File: config.mk
export PLATFORM = sky130hd
export DESIGN_NAME = bstap_core
export DESIGN_NICKNAME = d
export VERILOG_FILES = /design/src/bstap_pkg.sv /design/src/bstap_buf.sv /design/src/bstap_core.sv
export SDC_FILE = /design/constraint.sdc
export NUM_CORES = 1
export LEC_CHECK = 0
export BUFFER_PORTS_ARGS = -buffer_cell sky130_fd_sc_hd__buf_4
export CAP_MARGIN = 20
export CORE_AREA = 2 2 164 166
export CTS_BUF_LIST = sky130_fd_sc_hd__clkbuf_4
export DETAILED_ROUTE_END_ITERATION = 6
export DIE_AREA = 0 0 166 168
export PLACE_DENSITY_LB_ADDON = 0.15
export SETUP_SLACK_MARGIN = 0.15
export SKIP_CTS_REPAIR_TIMING = 1
export SYNTH_ARGS = -nofsm -noshare
export SYNTH_HDL_FRONTEND = slang
export SYNTH_SLANG_ARGS = --single-unit
File: constraint.sdc
create_clock -name clk -period 6.2 [get_ports clk]
set_input_delay 1.24 -clock clk [delete_from_list [all_inputs] [get_ports clk]]
set_output_delay 1.24 -clock clk [all_outputs]
set_load 0.05 [all_outputs]
File: src/bstap_pkg.sv
// Package for the boundary-scan test access port: states, instruction codes,
// register lengths and the pin bundle carried between processes.
// Assumes every user of it imports the whole package.
`default_nettype none
package bstap_pkg;

  // ==========================================================================
  // Register lengths
  localparam int IR_LEN  = 3;
  localparam int BSR_LEN = 71;
  localparam int ID_LEN  = 32;

  // ==========================================================================
  // Instruction codes (all zeros is the external-test code)
  localparam logic [IR_LEN-1:0] INS_EXTEST   = 3'h0;
  localparam logic [IR_LEN-1:0] INS_IDCODE   = 3'h1;
  localparam logic [IR_LEN-1:0] INS_SAMPLE_Z = 3'h2;
  localparam logic [IR_LEN-1:0] INS_SAMPLE   = 3'h4;
  localparam logic [IR_LEN-1:0] INS_BYPASS   = 3'h7;

  // Pattern loaded into all three instruction shift bits on capture
  localparam logic [IR_LEN-1:0] IR_CAPTURE   = 3'h1;

  // Identification value: arbitrary, bit 0 set as the scan convention asks
  localparam logic [ID_LEN-1:0] ID_VALUE     = 32'h1234_5001;

  // ==========================================================================
  // Controller states
  typedef enum logic [3:0] {
    ST_RESET      = 4'h0,
    ST_IDLE       = 4'h1,
    ST_SEL_DR     = 4'h2,
    ST_CAP_DR     = 4'h3,
    ST_SHIFT_DR   = 4'h4,
    ST_EXIT1_DR   = 4'h5,
    ST_PAUSE_DR   = 4'h6,
    ST_EXIT2_DR   = 4'h7,
    ST_UPD_DR     = 4'h8,
    ST_SEL_IR     = 4'h9,
    ST_CAP_IR     = 4'ha,
    ST_SHIFT_IR   = 4'hb,
    ST_EXIT1_IR   = 4'hc,
    ST_PAUSE_IR   = 4'hd,
    ST_EXIT2_IR   = 4'he,
    ST_UPD_IR     = 4'hf
  } bstap_state_e;

  // Test pins sampled together
  typedef struct packed {
    logic tck;
    logic tms;
    logic tdi;
  } bstap_pins_s;

endpackage : bstap_pkg
`default_nettype wire

File: src/bstap_buf.sv
// Two-entry buffer with valid and ready on both sides.
// Assumes one clock shared by filler and drainer; in_ready is registered.
`timescale 1ns/1ps
`default_nettype none
module bstap_buf #(
  parameter int WIDTH = 71,            // Word width
  parameter int DEPTH = 2              // Entries, fixed at two
) (
  input  wire logic             clk,       // System clock
  input  wire logic             resetn,    // Async reset, active low
  input  wire logic             in_valid,  // Filler offers a word
  output var  logic             in_ready,  // Room for a word
  input  wire logic [WIDTH-1:0] in_data,   // Word offered
  output logic                  out_valid, // A word is held
  input  wire logic             out_ready, // Drainer takes the word
  output logic      [WIDTH-1:0] out_data   // Oldest word
);

  // ==========================================================================
  // Elaboration check
  if (DEPTH != 2) begin : g_bad_depth
    $error("bstap_buf supports only two entries");
  end

  logic [WIDTH-1:0] mem [2];
  logic             wr_ptr;
  logic             rd_ptr;
  logic [1:0]       count;

  // Handshake decode
  wire logic       push       = in_valid & in_ready;
  wire logic       pop        = out_valid & out_ready;
  wire logic [1:0] next_count = count + {1'b0, push} - {1'b0, pop};

  assign out_valid = (count != 2'h0);
  assign out_data  = mem[rd_ptr];

  // Storage; read data comes from the held entry
  always_ff @(posedge clk) begin
    if (push) begin
      mem[wr_ptr] <= in_data;
    end
  end

  // Pointers, count and registered ready so a full buffer stalls the filler
  always_ff @(posedge clk or negedge resetn) begin
    if (!resetn) begin
      wr_ptr   <= 1'b0;
      rd_ptr   <= 1'b0;
      count    <= 2'h0;
      in_ready <= 1'b1;
    end else begin
      wr_ptr   <= wr_ptr ^ push;
      rd_ptr   <= rd_ptr ^ pop;
      count    <= next_count;
      in_ready <= (next_count != 2'h2);
    end
  end

endmodule : bstap_buf
`default_nettype wire

File: src/bstap_core.sv
// Boundary-scan test access port core: controller, instruction, bypass,
// identification and boundary registers, all stepped by edges of the test
// clock found by sampling it with the system clock.
// Assumes clk is at least eight times the test clock rate; pad pull-ups on
// the mode select and data input sit outside this logic.
`timescale 1ns/1ps
`default_nettype none
module bstap_core
  import bstap_pkg::*;
#(
  parameter int BLEN = BSR_LEN          // Boundary register length
) (
  input  wire logic            clk,        // System clock, 100 MHz
  input  wire logic            resetn,     // Async power-up reset, active low
  input  wire logic            tck,        // Test clock pin
  input  wire logic            tms,        // Mode select pin
  input  wire logic            tdi,        // Serial data input pin
  output var  logic            tdo,        // Serial data output
  output var  logic            tdo_oe,     // Serial output driven when high
  input  wire logic            snap_valid, // Pin snapshot offered
  output var  logic            snap_ready, // Snapshot buffer has room
  input  wire logic [BLEN-1:0] snap_data,  // Pin snapshot
  output var  logic            pins_hiz,   // Memory outputs to high impedance
  output var  logic [2:0]      instr       // Active instruction
);

  // ==========================================================================
  // Elaboration check
  if (BLEN < ID_LEN) begin : g_bad_len
    $error("boundary register shorter than identification register");
  end

  // ==========================================================================
  // Pin synchronisers and edge detection
  bstap_pins_s pin_meta;
  bstap_pins_s pin_sync;
  logic        tck_last;

  // Two flops before any logic reads a pin
  always_ff @(posedge clk or negedge resetn) begin
    if (!resetn) begin
      pin_meta <= '{tck: 1'b0, tms: 1'b1, tdi: 1'b1};
      pin_sync <= '{tck: 1'b0, tms: 1'b1, tdi: 1'b1};
      tck_last <= 1'b0;
    end else begin
      pin_meta <= '{tck: tck, tms: tms, tdi: tdi};
      pin_sync <= pin_meta;
      tck_last <= pin_sync.tck;
    end
  end

  // A held-low test clock gives no edge, so the port stays put
  wire logic tck_rise = pin_sync.tck & ~tck_last;
  wire logic tck_fall = ~pin_sync.tck & tck_last;

  // ==========================================================================
  // Controller
  bstap_state_e state;
  bstap_state_e next_state;
  wire logic    m = pin_sync.tms;

  // Standard next-state table
  always_comb begin
    case (state)
      ST_RESET:    next_state = m ? ST_RESET    : ST_IDLE;
      ST_IDLE:     next_state = m ? ST_SEL_DR   : ST_IDLE;
      ST_SEL_DR:   next_state = m ? ST_SEL_IR   : ST_CAP_DR;
      ST_CAP_DR:   next_state = m ? ST_EXIT1_DR : ST_SHIFT_DR;
      ST_SHIFT_DR: next_state = m ? ST_EXIT1_DR : ST_SHIFT_DR;
      ST_EXIT1_DR: next_state = m ? ST_UPD_DR   : ST_PAUSE_DR;
      ST_PAUSE_DR: next_state = m ? ST_EXIT2_DR : ST_PAUSE_DR;
      ST_EXIT2_DR: next_state = m ? ST_UPD_DR   : ST_SHIFT_DR;
      ST_UPD_DR:   next_state = m ? ST_SEL_DR   : ST_IDLE;
      ST_SEL_IR:   next_state = m ? ST_RESET    : ST_CAP_IR;
      ST_CAP_IR:   next_state = m ? ST_EXIT1_IR : ST_SHIFT_IR;
      ST_SHIFT_IR: next_state = m ? ST_EXIT1_IR : ST_SHIFT_IR;
      ST_EXIT1_IR: next_state = m ? ST_UPD_IR   : ST_PAUSE_IR;
      ST_PAUSE_IR: next_state = m ? ST_EXIT2_IR : ST_PAUSE_IR;
      ST_EXIT2_IR: next_state = m ? ST_UPD_IR   : ST_SHIFT_IR;
      ST_UPD_IR:   next_state = m ? ST_SEL_DR   : ST_IDLE;
      default:     next_state = ST_RESET;
    endcase
  end

  // Power-up lands in reset; memory side sees only pins_hiz low
  always_ff @(posedge clk or negedge resetn) begin
    if (!resetn) begin
      state <= ST_RESET;
    end else if (tck_rise) begin
      state <= next_state;
    end
  end

  // ==========================================================================
  // Register selection
  wire logic sel_ir  = (state == ST_CAP_IR) || (state == ST_SHIFT_IR);
  wire logic sel_id  = (instr == INS_IDCODE);
  wire logic sel_bsr = (instr == INS_EXTEST) || (instr == INS_SAMPLE) ||
                       (instr == INS_SAMPLE_Z);
  // Reserved codes fall to the bypass path as the shortest chain
  wire logic sel_byp = ~sel_id & ~sel_bsr;
  wire logic shifting = (state == ST_SHIFT_IR) || (state == ST_SHIFT_DR);

  // ==========================================================================
  // Snapshot buffer feeding the boundary register
  logic            snap_take;
  logic            snap_have;
  logic [BLEN-1:0] snap_word;
  logic [BLEN-1:0] snap_hold;

  assign snap_take = tck_rise && (state == ST_CAP_DR) && sel_bsr;

  bstap_buf #(
    .WIDTH (BLEN),
    .DEPTH (2)
  ) u_snap (
    .clk       (clk),
    .resetn    (resetn),
    .in_valid  (snap_valid),
    .in_ready  (snap_ready),
    .in_data   (snap_data),
    .out_valid (snap_have),
    .out_ready (snap_take),
    .out_data  (snap_word)
  );

  // Without a fresh word the capture repeats the last snapshot seen
  wire logic [BLEN-1:0] cap_pins = snap_have ? snap_word : snap_hold;

  always_ff @(posedge clk or negedge resetn) begin
    if (!resetn) begin
      snap_hold <= '0;
    end else if (snap_take) begin
      snap_hold <= cap_pins;
    end
  end

  // ==========================================================================
  // Instruction register
  logic [IR_LEN-1:0] ir_sh;

  // Capture, shift at MSB, update; reset reloads the identification code
  always_ff @(posedge clk or negedge resetn) begin
    if (!resetn) begin
      ir_sh <= '0;
      instr <= INS_IDCODE;
    end else if (tck_rise) begin
      case (state)
        ST_RESET:    instr <= INS_IDCODE;
        ST_CAP_IR:   ir_sh <= IR_CAPTURE;
        ST_SHIFT_IR: ir_sh <= {pin_sync.tdi, ir_sh[IR_LEN-1:1]};
        ST_UPD_IR:   instr <= ir_sh;
        default:     ir_sh <= ir_sh;
      endcase
    end
  end

  // External test and sample-z float the memory outputs
  always_ff @(posedge clk or negedge resetn) begin
    if (!resetn) begin
      pins_hiz <= 1'b0;
    end else begin
      pins_hiz <= (instr == INS_EXTEST) || (instr == INS_SAMPLE_Z);
    end
  end

  // ==========================================================================
  // Data registers: boundary shares its low bits with the ID path
  logic [BLEN-1:0] dr_sh;
  logic            byp;

  // Capture per instruction, then shift toward the LSB from the MSB end
  always_ff @(posedge clk or negedge resetn) begin
    if (!resetn) begin
      dr_sh <= '0;
      byp   <= 1'b0;
    end else if (tck_rise && (state == ST_CAP_DR)) begin
      if (sel_bsr) begin
        dr_sh <= cap_pins;
      end else if (sel_id) begin
        dr_sh[ID_LEN-1:0] <= ID_VALUE;
      end else begin
        byp <= 1'b0;
      end
    end else if (tck_rise && (state == ST_SHIFT_DR)) begin
      if (sel_bsr) begin
        dr_sh <= {pin_sync.tdi, dr_sh[BLEN-1:1]};
      end else if (sel_id) begin
        dr_sh[ID_LEN-1:0] <= {pin_sync.tdi, dr_sh[ID_LEN-1:1]};
      end else begin
        byp <= pin_sync.tdi;
      end
    end
  end

  // ==========================================================================
  // Serial output
  wire logic out_bit = sel_ir ? ir_sh[0] : (sel_byp ? byp : dr_sh[0]);

  // Launched on the fall so the tester samples a settled bit on the rise
  always_ff @(posedge clk or negedge resetn) begin
    if (!resetn) begin
      tdo    <= 1'b0;
      tdo_oe <= 1'b0;
    end else if (tck_fall) begin
      tdo    <= out_bit;
      tdo_oe <= shifting;
    end
  end

endmodule : bstap_core
`default_nettype wire

==> out/results.txt, run 1 <==
area delta synth->final -> 15.0%
H-tree levels -> 3
WL met2 -> 12000 µm
via count -> 8262
EDFF count, synth -> 142
drt total wl -> 25300 µm
RSZ-0062 raised after global routing -> false
Startpoint Class -> flip-flop
worst clock skew -> 0.0463 ns
vias per cell -> 5.18
flops & latches, synth -> 310
Worst Path Required -> 6.77 ns
setup TNS -> 0 ns
P_int -> 4.22 mW
Hold Path Class -> reg2reg
peak supply drop -> 0.257 mV
worst-skew pair later-pin latency -> 0.69 ns
synth warn -> 0
violated checks -> DRC
Reg2Reg Depth -> 10
CTS tree -> yes
# port buffers -> 83
Initial Util -> 49.1%
critical path type -> reg2reg
post-route ant nets -> 0
Routed WL per cell -> 15.8 µm
leak pwr -> 6.21 nW
Mapped Area -> 0.0129 mm²
Die Wd -> 166 µm
mux share of post-synthesis cell area -> 10.2%
critical path peak fanout -> 72
Worst path slowest cell -> dfrtp_1
initial antenna violation count -> 1
Post-Syn Instances -> 1075
DP HPWL -> 14200 µm
Power per Cell Area -> 413 mW/mm²
DRT iter0 DRCs -> 526
Max Cap Viol -> 0
final worst path period share -> 50.7%
Hold Slack -> 0.349 ns
Core Rows -> 60
nets -> 1263
Die Ht -> 168 µm
Synth top area share -> 33.0%
adder-cell area share of the yosys netlist -> 0.464%
FF-to-FF setup slack -> 3.05 ns
register area -> 0.00848 mm²
first-pass GRT wire length -> 43000 µm
CTS clock-pin slew for the worst setup and hold paths -> 0.06 ns
simple-gate share of the synthesized area -> 12.0%
complex-gate fraction of the synthesized area -> 8.22%
switching part of the total -> 31.3%
CTS sink count -> 310
Async S/R FF share, synth -> 54.2%
fmax -> 0.318 GHz
number of I/O pins -> 84
post-synthesis cell type count -> 54
met1 WL -> 11700 µm
Worst Setup SP -> state[0]
crit path to -> u_snap.in_ready
CP Buf/Inv Count -> 2
Clk pwr share -> 30.5%
CP endpoint kind -> flip-flop
Top delay family on crit path -> flip-flops
core area -> 0.0264 mm²
CP arrival -> 3.72 ns
Inserted Clock Buffers -> 83
Sw Pwr -> 1.92 mW
fillers -> 2230
pre-CTS WS -> 3.08 ns
commonest register cell after synthesis -> dfrtp_1
Finish-stage setup viols -> 0
syn nets -> 1156
# DRC -> 4
top layer in use -> met4
xor-xnor portion of the synthesized cell area -> 0.271%
syn avg cell area -> 12.0 µm²
share of cells above drive strength 1 -> 22.2%
cell chain of the critical path -> nand4bb_4 -> nor3_4 -> buf_4 -> and2_1 -> ha_1 -> inv_1 -> ha_1 -> xnor2_1 -> xnor2_1 -> nand2b_1
final worst setup slack -> 3.05 ns
measured slew at the worst slew-check pin -> 0.907 ns
post-synthesis sequential area ratio -> 65.5%
Slew Viols, Final -> 0
global-route usage over all layers -> 19.0%
GP Congestion -> 0.712
Met3 Wirelength -> 945 µm
largest family of logic cells by synthesized area -> simple AND/OR/NAND/NOR gates
largest net degree at the start of global routing -> 80
FF-to-FF Start -> state[0]
WP depth -> 10
final hold viol count -> 0
top cells by area, synth -> edfxtp_1 (33%), dfrtp_1 (31%), mux2i_1 (8.6%), nand2_1 (7.7%), a21oi_1 (1.8%)
root buffer cell -> clkbuf_4
area of the multi-input gates -> 0.00407 mm²
slew margin rel. -> 39.5%
Clock Path Buffers -> 3
vias in the first global route -> 8509
grt ovf -> 0
area leader, netlist -> edfxtp_1
final worst path period need -> 3.15 ns
Pre-Repair DR Iteration Count -> 7
Gate power share -> 23.2%
Worst R2R End -> u_snap.in_ready
Flop pwr share -> 46.3%
critical path's largest stage delay -> 0.79 ns
Die ar. -> 0.0279 mm²
status -> complete, but fails checks
==> per-stage QoR <==
stage / utilization [%] / cells / power [mW] / cell area, µm²
floorplan: - / 1075 / 3.93 / 12900
global placement: 52.1 / 1438 / 4.29 / 13700
detailed placement: 52.1 / 1438 / 4.33 / 13700
CTS: 56.4 / 1593 / 6.22 / 14900
global route: 56.5 / 1595 / 6.56 / 14900
finish: 56.5 / 1595 / 6.14 / 14900
==> state kept, by name, summed over array words and instances (netlist names) <==
register	cells
u_snap.mem	142
dr_sh	71
snap_hold	71
state	4
instr	3
ir_sh	3
pin_meta	3
pin_sync	2
u_snap.count	2
byp	1
m	1
pins_hiz	1
tck_last	1
tdo	1
tdo_oe	1
u_snap.in_ready	1
u_snap.rd_ptr	1
u_snap.wr_ptr	1
==> cells in the mapped netlist, types with 3 or more instances <==
cell type,n
nand2b_1,5
nor2b_1,5
nand3b_1,3
clkbuf_1,32
inv_1,8
a31oi_1,25
edfxtp_1,142
o21ai_1,30
buf_2,20
o21ai_0,26
nand3_1,4
nor3_1,41
o211ai_1,26
dfstp_2,6
a2bb2oi_1,8
nor2_1,31
a21oi_1,46
nand2_1,266
buf_6,7
ha_1,4
dfrtp_1,162
mux2i_1,111
buf_4,11
mux2_2,18
==> power by group through the flow <==
| stage | sequential [mW] | clock (mW) | combinational, mW |
|---|---|---|---|
| after detailed placement | 2.88 | 0 | 1.44 |
| after floorplan | 2.83 | 0 | 1.10 |
| after global routing | 2.89 | 2.05 | 1.61 |
| after global placement | 2.87 | 0 | 1.42 |
| after CTS | 2.84 | 1.93 | 1.45 |
| final | 2.84 | 1.87 | 1.43 |
==> placed cells by master, fill, tap and decap left out, drive strengths merged, types with 2 or more instances in the layout <==
cell type,instances
o211ai,26
nor2b,5
clkinv,10
inv,10
ha,4
a21o,2
a2bb2oi,8
mux2,18
nor2,32
clkbuf,141
dfrtp,162
nand3b,3
nor3,42
a22o,2
xnor2,2
nand3,4
and2,2
mux2i,111
diode,2
or2,2
a21oi,46
nand2b,5
o21ai,56
buf,96
nand4,2
edfxtp,142
a31oi,25
xor2,2
a211oi,2
or3b,3
dfstp,6
nand2,266
==> worst min-delay path by stage <==
stage	startpoint	cells after the start	endpoint	slack (ns)
after floorplan	pin_meta[2]	0	pin_sync[2]	0.33
after global placement	pin_meta[1]	0	m	0.35
after detailed placement	pin_meta[1]	0	m	0.35
after CTS	pin_meta[1]	0	m	0.35
after global routing	pin_meta[1]	0	m	0.36
final	pin_meta[1]	0	m	0.35
==> layer usage <==
metal / up-vias / track usage [%]
li1: 4082 / -
met1: 3962 / 25.2
met2: 164 / 30.7
met3: 54 / 4.28
met4: 0 / 7.15
met5: - / 0
==> layout make-up <==
| class | count | area share, % |
|---|---|---|
| Sequential cell | 310 | 57.0 |
| Multi-Input combinational cell | 683 | 27.4 |
| Clock buffer | 141 | 7.12 |
| Timing Repair Buffer | 96 | 4.87 |
| Tap cell | 341 | 2.87 |
| Clock inverter | 14 | 0.555 |
| Inverter | 8 | 0.202 |
| Antenna cell | 2 | 0.0336 |
==> cell families after synthesis <==
family	count (synthesis)
simple gates	369
flops	310
compound gates	176
mux	129
buf+inv	82
fa+ha+maj	5
xor+xnor	4
Power figures use the tool's default switching activity.
==> inputs of run 2 (changes only) <==
clock period = 3.1 ns   (was 6.2 ns; I/O delays follow)
==> run 2 against run 1 <==
Compared with the run above: the run now ends clean; utilization grew 0.77 points; count of clock-buffer cells in the layout grew 2; design area grew 1.4%; sequential cell count is the same; critical path type unchanged; largest cell class unchanged.
==> out/results.txt, run 2 (synthesized netlist as in run 1, its figures left out) <==
status -> finished clean
final worst path period need -> 2.39 ns (-0.759 ns)
final hold viol count -> 0 (unchanged)
Inserted Clock Buffers -> 80 (-3.6%)
Initial Util -> 49.1% (unchanged)
GR peak layer -> met2
FF-to-FF Start -> state[0]
Die ar. -> 0.0279 mm² (unchanged)
area delta synth->final -> 16.6%
most common cell after layout, fill and taps aside -> nand2_1
DP HPWL -> 14700 µm (+3.0%)
hold path depth -> 1 (+1)
Regs by FF count -> u_snap.mem x142, dr_sh x71, snap_hold x71
initial antenna violation count -> 1 (unchanged)
Routed WL per cell -> 15.7 µm (-0.61%)
FF-to-FF setup slack -> 0.71 ns (-2.34 ns)
share of cells above drive strength 1 -> 22.9% (+0.66 points)
critical path peak fanout -> 24 (-67%)
HP Start -> tdi
Pre-Repair DR Iteration Count -> 5 (-2)
# port buffers -> 83 (unchanged)
number of I/O pins -> 84 (unchanged)
register with the most flip-flops -> u_snap.mem
Finish-stage setup viols -> 0 (unchanged)
measured slew at the worst slew-check pin -> 0.900 ns (-0.00761 ns)
worst-skew pair later-pin latency -> 0.68 ns (about the same)
Top delay family on crit path -> flip-flops
drt total wl -> 25100 µm (-0.48%)
CP endpoint kind -> flip-flop
met3 Usage GRT -> 4.30% (+0.024 points)
Hold Path Class -> in2reg
critical path type -> reg2reg
via count -> 8296 (+0.41%)
max reg flops -> 142 (unchanged)
Clock Path Buffers -> 3 (unchanged)
RSZ-0062 raised after global routing -> false
Worst Hold End -> pin_meta[0]
CTS tree -> yes
Max Cap Viol -> 0 (unchanged)
# DRC -> 0 (-4)
CTS sink count -> 310 (unchanged)
global-route usage over all layers -> 18.9% (about the same)
Worst Path Required -> 3.69 ns (-3.08 ns)
area of placed instances -> 0.0139 mm² (+1.2%)
post-route ant nets -> 0 (unchanged)
Hold Slack -> 0.0583 ns (-0.291 ns)
final worst setup slack -> 0.713 ns (-2.34 ns)
Power per Cell Area -> 826 mW/mm² (+100%)
CP arrival -> 2.97 ns (-0.75 ns)
Startpoint Class -> flip-flop
fillers -> 2263 (+1.5%)
H-tree levels -> 3 (unchanged)
grt ovf -> 0 (unchanged)
GP Congestion -> 0.709 (-0.45%)
nets -> 1270 (+0.55%)
CP Buf/Inv Count -> 1 (-1)
final core utilization -> 57.2% (+0.77 points)
root buffer cell -> clkbuf_4
leak pwr -> 6.30 nW (+1.4%)
CTS clock-pin slew for the worst setup and hold paths -> 0.06 ns (about the same)
first-pass GRT wire length -> 43000 µm (about the same)
peak supply drop -> 0.494 mV (+93%)
slew margin rel. -> 40.0% (+0.51 points)
critical path's largest stage delay -> 0.79 ns (about the same)
Reg2Reg Depth -> 9 (-1)
Die Wd -> 166 µm (unchanged)
Slew Viols, Final -> 0 (unchanged)
pre-CTS WS -> 0.722 ns (-2.36 ns)
commonest cells after routing, fill and taps aside -> nand2_1 (266), dfrtp_1 (161), clkbuf_4 (143)
Die Ht -> 168 µm (unchanged)
placed cell count -> 1445 (+0.49%)
largest net degree at the start of global routing -> 80 (unchanged)
setup TNS -> 0 ns (unchanged)
worst clock skew -> 0.0253 ns (-0.0211 ns)
fmax -> 0.419 GHz (+32%)
Worst path slowest cell -> dfrtp_1
Finished Layout Cells -> 1597 (+0.13%)
DRT iter0 DRCs -> 554 (+5.3%)
vias per cell -> 5.19 (+0.29%)
met1 usage -> 26.1% (+0.94 points)
design area -> 0.0151 mm² (+1.4%)
vias in the first global route -> 8475 (-0.40%)
core area -> 0.0264 mm² (unchanged)
Pwr Total -> 12.5 mW (+100%)
cell chain of the critical path -> nand4bb_4 -> nor3_4 -> and2_1 -> ha_1 -> inv_1 -> ha_1 -> xnor2_1 -> xnor2_1 -> nand2b_1
Core Rows -> 60 (unchanged)
met2 GRT Util -> 29.5% (-1.2 points)
Worst R2R End -> u_snap.in_ready
final worst path period share -> 77.0% (+26 points)
## run 2: worst reg2reg max path: stages, from the launching register on
cell and delay (ns):
dfrtp_1 0.79, nand4bb_4 0.22, nor3_4 0.27, and2_1 0.21
ha_1 0.24, inv_1 0.05, ha_1 0.15, xnor2_1 0.13
xnor2_1 0.17, nand2b_1 0.08
## run 2: cell type report
type	count	area (µm²)	area share, %
Antenna cell	1	2.50	0.0166
Sequential cell	310	8480	56.2
Clock inverter	5	78.8	0.523
Multi-Input combinational cell	683	4070	27.0
Timing Repair Buffer	106	920	6.10
Tap cell	341	427	2.83
Clock buffer	143	1070	7.12
Inverter	8	30.0	0.199
## run 2: per-layer routing
| layer | vias to the layer above | wire length [µm] |
|---|---|---|
| met4 | 0 | 640 |
| met5 | - | 0 |
| met3 | 53 | 1140 |
| met2 | 174 | 11600 |
| met1 | 3983 | 11800 |
| li1 | 4086 | - |
## run 2: worst max path at each step
stage / from / to / cells after the start
4_1_cts: state[0] / u_snap.in_ready / 9
6_report: state[0] / u_snap.in_ready / 9
3_5_place_dp: state[0] / u_snap.in_ready / 9
5_1_grt: state[0] / u_snap.in_ready / 9
3_3_place_gp: state[0] / dr_sh[33] / 3
2_1_floorplan: u_snap.in_ready / u_snap.mem[1][0] / 2
## run 2: power breakdown
part / switching (mW) / internal, mW / leakage, nW / total (mW)
clock network: 1.60 / 2.22 / 0.688 / 3.81
registers: 0.463 / 5.22 / 3.54 / 5.69
logic: 1.80 / 1.15 / 2.07 / 2.95
total: 3.86 / 8.59 / 6.30 / 12.5
